$ cat src/include/ccd_defs.svh
// Purpose: constants for the clear/call/decrement execution block
// Assumes: 12-bit instruction words, 32 file registers, 11-bit pc
// Notes: definitions only
`ifndef CCD_DEFS_SVH
`define CCD_DEFS_SVH
// opcode matches (12-bit words)
`define CCD_OP_CLRACC 12'h040
`define CCD_OP_WDCLR 12'h004
`define CCD_MSK_FILE 12'hfe0
`define CCD_OP_CLRFILE 12'h060
`define CCD_MSK_FD 12'hfc0
`define CCD_OP_CPLFILE 12'h240
`define CCD_OP_DECFILE 12'h0c0
`define CCD_OP_DECSKZ 12'h2c0
`define CCD_MSK_CALL 12'hf00
`define CCD_OP_CALL 12'h900
// field positions
`define CCD_DEST_BIT 5
`define CCD_PAGE_LO 5
`define CCD_PAGE_HI 6
// reset values and the zero byte constant
`define CCD_ACC_RST 8'h00
`define CCD_PC_RST 11'h000
`define CCD_ZERO_BYTE 8'h00
`endif

$ cat src/include/ccd_pkg.sv
// Purpose: types for the clear/call/decrement execution block
// Assumes: nothing beyond the defs header
// Notes: ops decoded once per instruction word
package ccd_pkg;
  // decoded operation
  typedef enum logic [2:0] {
    CCD_NONE = 3'h0, CCD_CLRACC = 3'h1, CCD_CLRFILE = 3'h2,
    CCD_CPLFILE = 3'h3, CCD_DECFILE = 3'h4, CCD_DECSKZ = 3'h5,
    CCD_CALL = 3'h6, CCD_WDCLR = 3'h7
  } ccd_op_t;
  // execution phase, gray along fetch/second-cycle path
  typedef enum logic [1:0] {
    CCD_ST_EXEC = 2'b00, CCD_ST_SECOND = 2'b01
  } ccd_state_t;
  // file register write request
  typedef struct packed {
    logic we;
    logic [4:0] addr;
    logic [7:0] data;
  } ccd_fwr_t;
  // stack push request
  typedef struct packed {
    logic push;
    logic [10:0] addr;
  } ccd_push_t;
endpackage

$ cat src/hw/ccd_decode.sv
// Purpose: decode one instruction word into an operation
// Assumes: word is stable for the current cycle
// Notes: purely combinational
`include "ccd_defs.svh"
module ccd_decode (
  // instruction in
  input wire logic [11:0] instr_i,
  // decoded op out
  output ccd_pkg::ccd_op_t op_o
);
  // priority order is safe: the patterns do not overlap
  always_comb begin
    if (instr_i == `CCD_OP_CLRACC) begin
      op_o = ccd_pkg::CCD_CLRACC;
    end else if (instr_i == `CCD_OP_WDCLR) begin
      op_o = ccd_pkg::CCD_WDCLR;
    end else if ((instr_i & `CCD_MSK_FILE) == `CCD_OP_CLRFILE) begin
      op_o = ccd_pkg::CCD_CLRFILE;
    end else if ((instr_i & `CCD_MSK_FD) == `CCD_OP_CPLFILE) begin
      op_o = ccd_pkg::CCD_CPLFILE;
    end else if ((instr_i & `CCD_MSK_FD) == `CCD_OP_DECFILE) begin
      op_o = ccd_pkg::CCD_DECFILE;
    end else if ((instr_i & `CCD_MSK_FD) == `CCD_OP_DECSKZ) begin
      op_o = ccd_pkg::CCD_DECSKZ;
    end else if ((instr_i & `CCD_MSK_CALL) == `CCD_OP_CALL) begin
      op_o = ccd_pkg::CCD_CALL;
    end else begin
      op_o = ccd_pkg::CCD_NONE;
    end
  end
endmodule

$ cat src/hw/ccd_exec.sv
// Purpose: execute clear, call, watchdog clear, complement, decrement ops
// Assumes: one instruction per clk when instr_valid_i; file read is
//   combinational from file_rdata_i for instr addr bits 4:0
// Notes: all outputs registered; results seen by next instruction
//
// Operation
// - clear accumulator: acc zero, zero flag set
// - call pushes pc plus one in the same cycle as the pc load
// - call loads literal into pc 7:0
// - call clears pc8, page bits fill 10:9
// - call takes two instruction cycles
// - watchdog clear zeroes counter, prescaler if assigned
// - watchdog clear sets timeout and powerdown bits
// - clear file writes zero, sets zero flag
// - complement file to dest, updates zero
// - decrement file to dest, updates zero
// - decrement-skip stores per dest, flags untouched
// - zero result discards prefetch, two cycles
`include "ccd_defs.svh"
module ccd_exec (
  // clock and reset
  input wire logic clk_sys_i,
  input wire logic rst_n_i,
  // instruction in
  input wire logic instr_valid_i,
  input wire logic [11:0] instr_i,
  input wire logic [10:0] pc_i,
  // operands
  input wire logic [7:0] file_rdata_i,
  input wire logic [7:0] status_i,
  input wire logic prescaler_to_wdog_i,
  // accumulator and flags
  output logic [7:0] acc_o,
  output logic zero_we_o,
  output logic zero_o,
  // file write
  output ccd_pkg::ccd_fwr_t fwr_o,
  // control flow
  output ccd_pkg::ccd_push_t push_o,
  output logic pc_load_o,
  output logic [10:0] pc_target_o,
  output logic flush_o,
  output logic busy_o,
  // watchdog
  output logic wdog_clear_o,
  output logic presc_clear_o,
  output logic timeout_status_n_o,
  output logic powerdown_status_n_o
);
  ccd_pkg::ccd_op_t op; // decoded op
  logic dest_file; // destination bit
  logic [7:0] alu; // result of complement or decrement
  logic [10:0] ret_addr; // return address
  // registered state
  ccd_pkg::ccd_state_t st_reg, st_next;
  logic [7:0] acc_reg, acc_next;
  logic zwe_reg, zwe_next, z_reg, z_next;
  ccd_pkg::ccd_fwr_t fwr_reg, fwr_next;
  ccd_pkg::ccd_push_t push_reg, push_next;
  logic pcl_reg, pcl_next;
  logic [10:0] pct_reg, pct_next;
  logic flush_reg, flush_next;
  logic wdc_reg, wdc_next, psc_reg, psc_next;
  logic tmo_reg, tmo_next, pwd_reg, pwd_next; // status_n levels
  // shared address arithmetic, used for the push return address only
  function automatic logic [10:0] inc_pc(input logic [10:0] p);
    inc_pc = 11'(p + 11'h001);
  endfunction
  // form call target from literal and page bits
  function automatic logic [10:0] call_tgt(input logic [7:0] k,
                                          input logic [7:0] s);
    call_tgt = {s[`CCD_PAGE_HI:`CCD_PAGE_LO], 1'b0, k};
  endfunction
  ccd_decode u_dec (
    .instr_i(instr_i),
    .op_o(op)
  );

  assign dest_file = instr_i[`CCD_DEST_BIT];
  assign ret_addr = inc_pc(pc_i);
  // complement or decrement, chosen by op
  assign alu = (op == ccd_pkg::CCD_CPLFILE) ? ~file_rdata_i :
               8'(file_rdata_i - 8'h01);

  // next-state computation
  always_comb begin
    st_next = ccd_pkg::CCD_ST_EXEC;
    acc_next = acc_reg;
    zwe_next = 1'b0;
    z_next = z_reg;
    fwr_next = '0;
    push_next = '0;
    pcl_next = 1'b0;
    pct_next = pct_reg;
    flush_next = 1'b0;
    wdc_next = 1'b0;
    psc_next = 1'b0;
    tmo_next = tmo_reg;
    pwd_next = pwd_reg;
    // second cycle of call or skip: nothing executes
    if (st_reg == ccd_pkg::CCD_ST_SECOND) begin
      st_next = ccd_pkg::CCD_ST_EXEC;
    end else if (instr_valid_i) begin
      unique case (op)
        ccd_pkg::CCD_CLRACC: begin
          acc_next = `CCD_ACC_RST;
          zwe_next = 1'b1;
          z_next = 1'b1;
        end
        ccd_pkg::CCD_CLRFILE: begin
          fwr_next = {1'b1, instr_i[4:0], `CCD_ZERO_BYTE};
          zwe_next = 1'b1;
          z_next = 1'b1;
        end
        ccd_pkg::CCD_CPLFILE, ccd_pkg::CCD_DECFILE: begin
          if (dest_file) begin
            fwr_next = {1'b1, instr_i[4:0], alu};
          end else begin
            acc_next = alu;
          end
          zwe_next = 1'b1;
          z_next = (alu == `CCD_ZERO_BYTE);
        end
        ccd_pkg::CCD_DECSKZ: begin
          // no flag write at all
          if (dest_file) begin
            fwr_next = {1'b1, instr_i[4:0], alu};
          end else begin
            acc_next = alu;
          end
          if (alu == `CCD_ZERO_BYTE) begin
            flush_next = 1'b1;
            st_next = ccd_pkg::CCD_ST_SECOND;
          end
        end
        ccd_pkg::CCD_CALL: begin
          push_next = {1'b1, ret_addr};
          pcl_next = 1'b1;
          pct_next = call_tgt(instr_i[7:0], status_i);
          flush_next = 1'b1;
          st_next = ccd_pkg::CCD_ST_SECOND;
        end
        ccd_pkg::CCD_WDCLR: begin
          wdc_next = 1'b1;
          psc_next = prescaler_to_wdog_i;
          tmo_next = 1'b1;
          pwd_next = 1'b1;
        end
        ccd_pkg::CCD_NONE: begin
          st_next = ccd_pkg::CCD_ST_EXEC;
        end
      endcase
    end
  end

  // register stage
  always_ff @(posedge clk_sys_i or negedge rst_n_i) begin
    if (!rst_n_i) begin
      st_reg <= ccd_pkg::CCD_ST_EXEC;
      acc_reg <= `CCD_ACC_RST;
      zwe_reg <= 1'b0;
      z_reg <= 1'b0;
      fwr_reg <= '0;
      push_reg <= '0;
      pcl_reg <= 1'b0;
      pct_reg <= `CCD_PC_RST;
      flush_reg <= 1'b0;
      wdc_reg <= 1'b0;
      psc_reg <= 1'b0;
      tmo_reg <= 1'b1;
      pwd_reg <= 1'b1;
    end else begin
      st_reg <= st_next;
      acc_reg <= acc_next;
      zwe_reg <= zwe_next;
      z_reg <= z_next;
      fwr_reg <= fwr_next;
      push_reg <= push_next;
      pcl_reg <= pcl_next;
      pct_reg <= pct_next;
      flush_reg <= flush_next;
      wdc_reg <= wdc_next;
      psc_reg <= psc_next;
      tmo_reg <= tmo_next;
      pwd_reg <= pwd_next;
    end
  end

  // outputs straight from flops
  assign acc_o = acc_reg;
  assign zero_we_o = zwe_reg;
  assign zero_o = z_reg;
  assign fwr_o = fwr_reg;
  assign push_o = push_reg;
  assign pc_load_o = pcl_reg;
  assign pc_target_o = pct_reg;
  assign flush_o = flush_reg;
  assign busy_o = st_reg[0]; // only the second state has bit 0 set
  assign wdog_clear_o = wdc_reg;
  assign presc_clear_o = psc_reg;
  assign timeout_status_n_o = tmo_reg;
  assign powerdown_status_n_o = pwd_reg;
  // checks
  logic go; // instruction accepted this cycle
  assign go = instr_valid_i && st_reg == ccd_pkg::CCD_ST_EXEC;

  property p_clracc;
    @(posedge clk_sys_i) disable iff (!rst_n_i)
    go && op == ccd_pkg::CCD_CLRACC |=> acc_o == 8'h00 && zero_o && zero_we_o;
  endproperty
  a_clracc: assert property (p_clracc) else $error("clear acc bad");

  property p_push;
    @(posedge clk_sys_i) disable iff (!rst_n_i)
    go && op == ccd_pkg::CCD_CALL |=>
      push_o.push && push_o.addr == 11'($past(pc_i) + 11'h001);
  endproperty
  a_push: assert property (p_push) else $error("call push bad");

  property p_tgt;
    @(posedge clk_sys_i) disable iff (!rst_n_i)
    go && op == ccd_pkg::CCD_CALL |=>
      pc_load_o && pc_target_o[7:0] == $past(instr_i[7:0]);
  endproperty
  a_tgt: assert property (p_tgt) else $error("call low bits bad");

  property p_page;
    @(posedge clk_sys_i) disable iff (!rst_n_i)
    go && op == ccd_pkg::CCD_CALL |=> !pc_target_o[8] &&
      pc_target_o[10:9] == $past(status_i[6:5]);
  endproperty
  a_page: assert property (p_page) else $error("call page bad");

  property p_two;
    @(posedge clk_sys_i) disable iff (!rst_n_i)
    go && op == ccd_pkg::CCD_CALL |=> busy_o ##1 !busy_o;
  endproperty
  a_two: assert property (p_two) else $error("call length bad");

  property p_wdc;
    @(posedge clk_sys_i) disable iff (!rst_n_i)
    go && op == ccd_pkg::CCD_WDCLR |=>
      wdog_clear_o && presc_clear_o == $past(prescaler_to_wdog_i);
  endproperty
  a_wdc: assert property (p_wdc) else $error("wdog clear bad");

  property p_stat;
    @(posedge clk_sys_i) disable iff (!rst_n_i)
    go && op == ccd_pkg::CCD_WDCLR |=>
      timeout_status_n_o && powerdown_status_n_o;
  endproperty
  a_stat: assert property (p_stat) else $error("status bits bad");

  property p_clear_file_op;
    @(posedge clk_sys_i) disable iff (!rst_n_i)
    go && op == ccd_pkg::CCD_CLRFILE |=> fwr_o.we &&
      fwr_o.data == 8'h00 && fwr_o.addr == $past(instr_i[4:0]) && zero_o;
  endproperty
  a_clear_file_op: assert property (p_clear_file_op) else $error("clear file bad");

  property p_cpl;
    @(posedge clk_sys_i) disable iff (!rst_n_i)
    go && op == ccd_pkg::CCD_CPLFILE && !dest_file |=>
      acc_o == ~$past(file_rdata_i) && zero_we_o;
  endproperty
  a_cpl: assert property (p_cpl) else $error("complement bad");
  property p_dec;
    @(posedge clk_sys_i) disable iff (!rst_n_i)
    go && op == ccd_pkg::CCD_DECFILE && dest_file |=> fwr_o.we &&
      fwr_o.data == 8'($past(file_rdata_i) - 8'h01) &&
      zero_o == (fwr_o.data == 8'h00);
  endproperty
  a_dec: assert property (p_dec) else $error("decrement bad");
  property p_dsk_flags;
    @(posedge clk_sys_i) disable iff (!rst_n_i)
    go && op == ccd_pkg::CCD_DECSKZ |=> !zero_we_o && $stable(zero_o);
  endproperty
  a_dsk_flags: assert property (p_dsk_flags)
    else $error("skip touched flags");
  property p_skip;
    @(posedge clk_sys_i) disable iff (!rst_n_i)
    go && op == ccd_pkg::CCD_DECSKZ |=>
      flush_o == ($past(file_rdata_i) == 8'h01) && busy_o == flush_o;
  endproperty
  a_skip: assert property (p_skip) else $error("skip bad");
  property p_one;
    @(posedge clk_sys_i) disable iff (!rst_n_i)
    go && (op == ccd_pkg::CCD_CPLFILE || op == ccd_pkg::CCD_CLRACC)
      |=> !busy_o;
  endproperty
  a_one: assert property (p_one) else $error("single cycle bad");

  c_call: cover property (@(posedge clk_sys_i) go && op == ccd_pkg::CCD_CALL);
  c_skip: cover property (@(posedge clk_sys_i) flush_o && !pc_load_o);
  c_wdc: cover property (@(posedge clk_sys_i) presc_clear_o);
endmodule

$ cat config.mk
export PLATFORM = sky130hd
export DESIGN_NAME = ccd_exec
export DESIGN_NICKNAME = d
export VERILOG_FILES = /design/src/include/ccd_pkg.sv /design/src/hw/ccd_decode.sv /design/src/hw/ccd_exec.sv
export VERILOG_INCLUDE_DIRS = /design/src /design/src/include
export SDC_FILE = /design/constraint.sdc
export NUM_CORES = 1
export LEC_CHECK = 0
export BUFFER_PORTS_ARGS = -buffer_cell sky130_fd_sc_hd__buf_4
export CORE_MARGIN = 10
export CORE_UTILIZATION = 49
export CTS_BUF_LIST = sky130_fd_sc_hd__clkbuf_4 sky130_fd_sc_hd__clkbuf_8
export DETAILED_ROUTE_END_ITERATION = 8
export PLACE_DENSITY = 0.82
export SETUP_SLACK_MARGIN = 0.2
export SLEW_MARGIN = 15
export SYNTH_ARGS = -nofsm -noshare
export SYNTH_HDL_FRONTEND = slang
export SYNTH_SLANG_ARGS = --single-unit
export TNS_END_PERCENT = 100
$ cat constraint.sdc
create_clock -name clk_sys_i -period 2.4 [get_ports clk_sys_i]
set_clock_uncertainty 0.1 [all_clocks]
set_input_delay 0.36 -clock clk_sys_i [delete_from_list [all_inputs] [get_ports clk_sys_i]]
set_output_delay 0.36 -clock clk_sys_i [all_outputs]
set_load 0.02 [all_outputs]
==> flow_metrics.py <==
metrics = {
    "run_status": {
        "status": "complete, no violations",
    },
    "timing": {
        "finalSetupTns_ns": 0,
        "tightest_slew_ns": 0.601,
        "hold_violations": 0,
        "setup_viol": 0,
        "period_needed_ns": 2.06,
        "grt_setup_unrepaired": "false",
        "maxSlewHeadroom": 0.599,
        "timing.fmax_mhz": 486,
        "drv_slew": 0,
        "finalCritPeriodShare": 0.857,
    },
    "global_routing": {
        "grt_overflow": 0,
        "grt_pass1_wl_mm": 9.05,
        "grtUsageTotal": 0.149,
        "antenna_found_initial": 0,
        "grt_max_degree": 50,
        "grt_pass1_vias": 1904,
    },
    "logic_synthesis": {
        "async_flop_share": 1.00,
        "syn_inst": 216,
        "synthAdderAreaFrac": 0.0109,
        "synth_compound_area_frac": 0.0636,
        "yosysTopAreaCell": "dfrtp_1",
        "synth-seq-area-share": 0.533,
        "synth-edff-count": 0,
        "synthesis.area_sq_um": 2300,
        "synthMuxAreaShare": 0.0663,
        "netlist_top_cells_count": "49 x dfrtp_1, 29 x nor2_1, 12 x nand3_1, 12 x xor2_1",
        "ys_types": 44,
        "synth_top_area_share": 0.533,
        "ys_ff_latch": 49,
        "synth_area_per_cell_sq_um": 10.7,
        "post-synth-top-count-cell": "dfrtp_1",
        "yosys_warnings": 0,
        "synth_xor_area_frac": 0.0609,
        "synthSimpleGateAreaFrac": 0.225,
        "synth_area_leaders": "dfrtp_1 53%, mux2_2 4.9%, nor2_1 4.7%, xor2_1 4.6%, nand3_1 2.6%",
        "synth_top_family_by_area": "simple AND/OR/NAND/NOR gates",
        "synth_ff_type": "dfrtp_1",
    },
    "worst_setup_path": {
        "start_kind": "input pin",
        "critPathKind": "in -> reg",
        "crit_path_end_kind": "flip-flop",
        "required_ns": 2.53,
        "rr_worst_depth": 4,
        "crit_arrival_ns": 2.19,
        "crit_fanout": 8,
    },
    "clocking": {
        "cts.repair.resized": 0,
        "cts_buffer_depth": 2,
        "cts_made_buffers": 5,
        "ctsHtreeMaxLevel": 2,
        "worstSkewPairLatency_ns": 0.30,
        "cts_tree": "built",
        "path_clk_slew_ns": 0.09,
        "clock-root-buffer": "clkbuf_8",
        "cts_sinks": 49,
    },
    "floorplanning": {
        "core_region_area_sq_um": 4440,
        "start_util": 0.518,
        "ioPinCount": 97,
        "die_x_microns": 88.5,
        "fp-row-count": 24,
        "die_h_microns": 88.5,
        "die-area_sq_um": 7840,
    },
    "pwr": {
        "leakage_nw": 1.60,
        "peakVddDrop_uv": 494,
        "p_per_area_nw_per_um2": 663,
    },
    "route": {
        "firstDrtPassIters": 4,
        "vias": 1876,
        "viasPerCell": 5.15,
        "routed_wl_mm": 5.88,
        "drt_iter0_drc": 136,
        "detail-route-antenna-nets": 0,
        "wire_per_inst_microns": 16.2,
        "drc": 0,
    },
    "final_layout": {
        "n_fill_cell": 344,
        "antennaDiodeCount": 0,
        "num-nets-final": 356,
        "area_growth_pct": 36.8,
        "finalNonFillerCells": 364,
        "layout-drive-gt1-share": 0.391,
    },
    "placed_design": {
        "dp.cells": 355,
        "place_congestion": 0.838,
        "io_buffer_count": 87,
        "hpwl_mm": 4.63,
    },
    "worst_hold_path": {
        "min_path_cells": 2,
        "hold_class": "in -> reg",
    },
    "run": {
        "drv_cap": 0,
    },
}
==> metrics by stage <==
step / util / setup WS, ns / total power [mW] / hold slack (ns) / area (sq um)
2_1_floorplan: - / 0.196 / 1.23 / -0.0356 / 2310
4_1_cts: 0.709 / 0.351 / 2.11 / 0.146 / 3150
3_3_place_gp: 0.680 / 0.0479 / 1.48 / 0.305 / 3020
6_report: 0.709 / 0.343 / 2.09 / 0.153 / 3150
5_1_grt: 0.709 / 0.244 / 2.18 / 0.150 / 3150
3_5_place_dp: 0.680 / 0.0406 / 1.50 / 0.310 / 3020
==> cells by family (layout without fill, tap and decap cells) <==
kind of cell | after synthesis | count (layout)
AO/OA/AOI/OAI | 23 | 23
flip-flops | 49 | 49
AND/OR/NAND/NOR | 96 | 96
adder cells (fa/ha/maj) | 2 | 2
multiplexers | 14 | 14
XOR/XNOR | 16 | 16
other | 2 | 3
buffers and inverters | 14 | 109
==> worst paths after layout <==
kind / start / end / slack, ns
max: instr_i[11] / acc_o[3] / 0.34
min: file_rdata_i[0] / fwr_o[0] / 0.15
max reg2reg: flush_o / acc_o[3] / 0.59
min reg2reg: pc_target_o[1] / pc_target_o[1] / 0.41
max in group asynchronous: rst_n_i / acc_o[4] / 1.28
min in group asynchronous: rst_n_i / pc_target_o[1] / 0.51
==> placed cells by master, fill, tap and decap left out, types with 2 or more instances in the layout <==
| master | count |
|---|---|
| nor2b_1 | 6 |
| nand2_1 | 10 |
| nor4_1 | 2 |
| o21ai_0 | 3 |
| and2_1 | 6 |
| conb_1 | 3 |
| mux2i_1 | 4 |
| nor2_1 | 29 |
| a21oi_1 | 10 |
| nand3_1 | 12 |
| and3_1 | 5 |
| buf_4 | 96 |
| or2_2 | 3 |
| nor3_1 | 5 |
| ha_1 | 2 |
| dfrtp_1 | 49 |
| nand4_1 | 4 |
| a22oi_1 | 3 |
| inv_1 | 4 |
| mux2_2 | 10 |
| or2_0 | 2 |
| xor2_1 | 12 |
| nand2b_1 | 2 |
| clkbuf_8 | 6 |
| xnor2_1 | 4 |
==> critical path, stage by stage <==
cell and delay (ns):
buf_4 0.11, or3_1 0.40, a31oi_2 0.18, a21oi_1 0.10
or4b_4 0.59, or2_2 0.30, a21oi_1 0.14
==> state kept, by name (all words and copies together), names as in the netlist <==
signal and cells:
acc_o 8, zero_we_o 1, flush_o 1, pc_target_o 10
wdog_clear_o 1, zero_o 1, fwr_o 14, push_o 11
presc_clear_o 1, pc_load_o 1
==> layer usage <==
layer	wire, microns	track usage	up-vias	part of all wire
met2	3080	0.272	55	0.52
li1	-	-	920	-
met3	427	0.0469	8	0.073
met1	2260	0.155	893	0.38
met5	0	0	-	0
met4	118	0.0631	0	0.020
==> timing repair <==
item,in CTS,in global routing
hold buffers,1,0
endpoints found under the hold margin,49,0
setup buffers,0,0
==> power by group <==
group / total, mW / internal, mW / switching, mW / leakage, nW
clock: 0.613 / 0.339 / 0.275 / 0.0574
combinational: 0.516 / 0.238 / 0.278 / 0.892
sequential: 0.958 / 0.912 / 0.0459 / 0.653
==> area by class of cell <==
| type | count | area [sq um] | area share |
|---|---|---|---|
| inverters | 4 | 15.0 | 0.00477 |
| repair buffers | 97 | 731 | 0.232 |
| flip-flops and latches | 49 | 1230 | 0.389 |
| clock buffers | 6 | 82.6 | 0.0262 |
| clock inverters | 2 | 37.5 | 0.0119 |
| multi-input cells | 154 | 993 | 0.315 |
| well taps | 52 | 65.1 | 0.0207 |
Power figures use the tool's default switching activity.
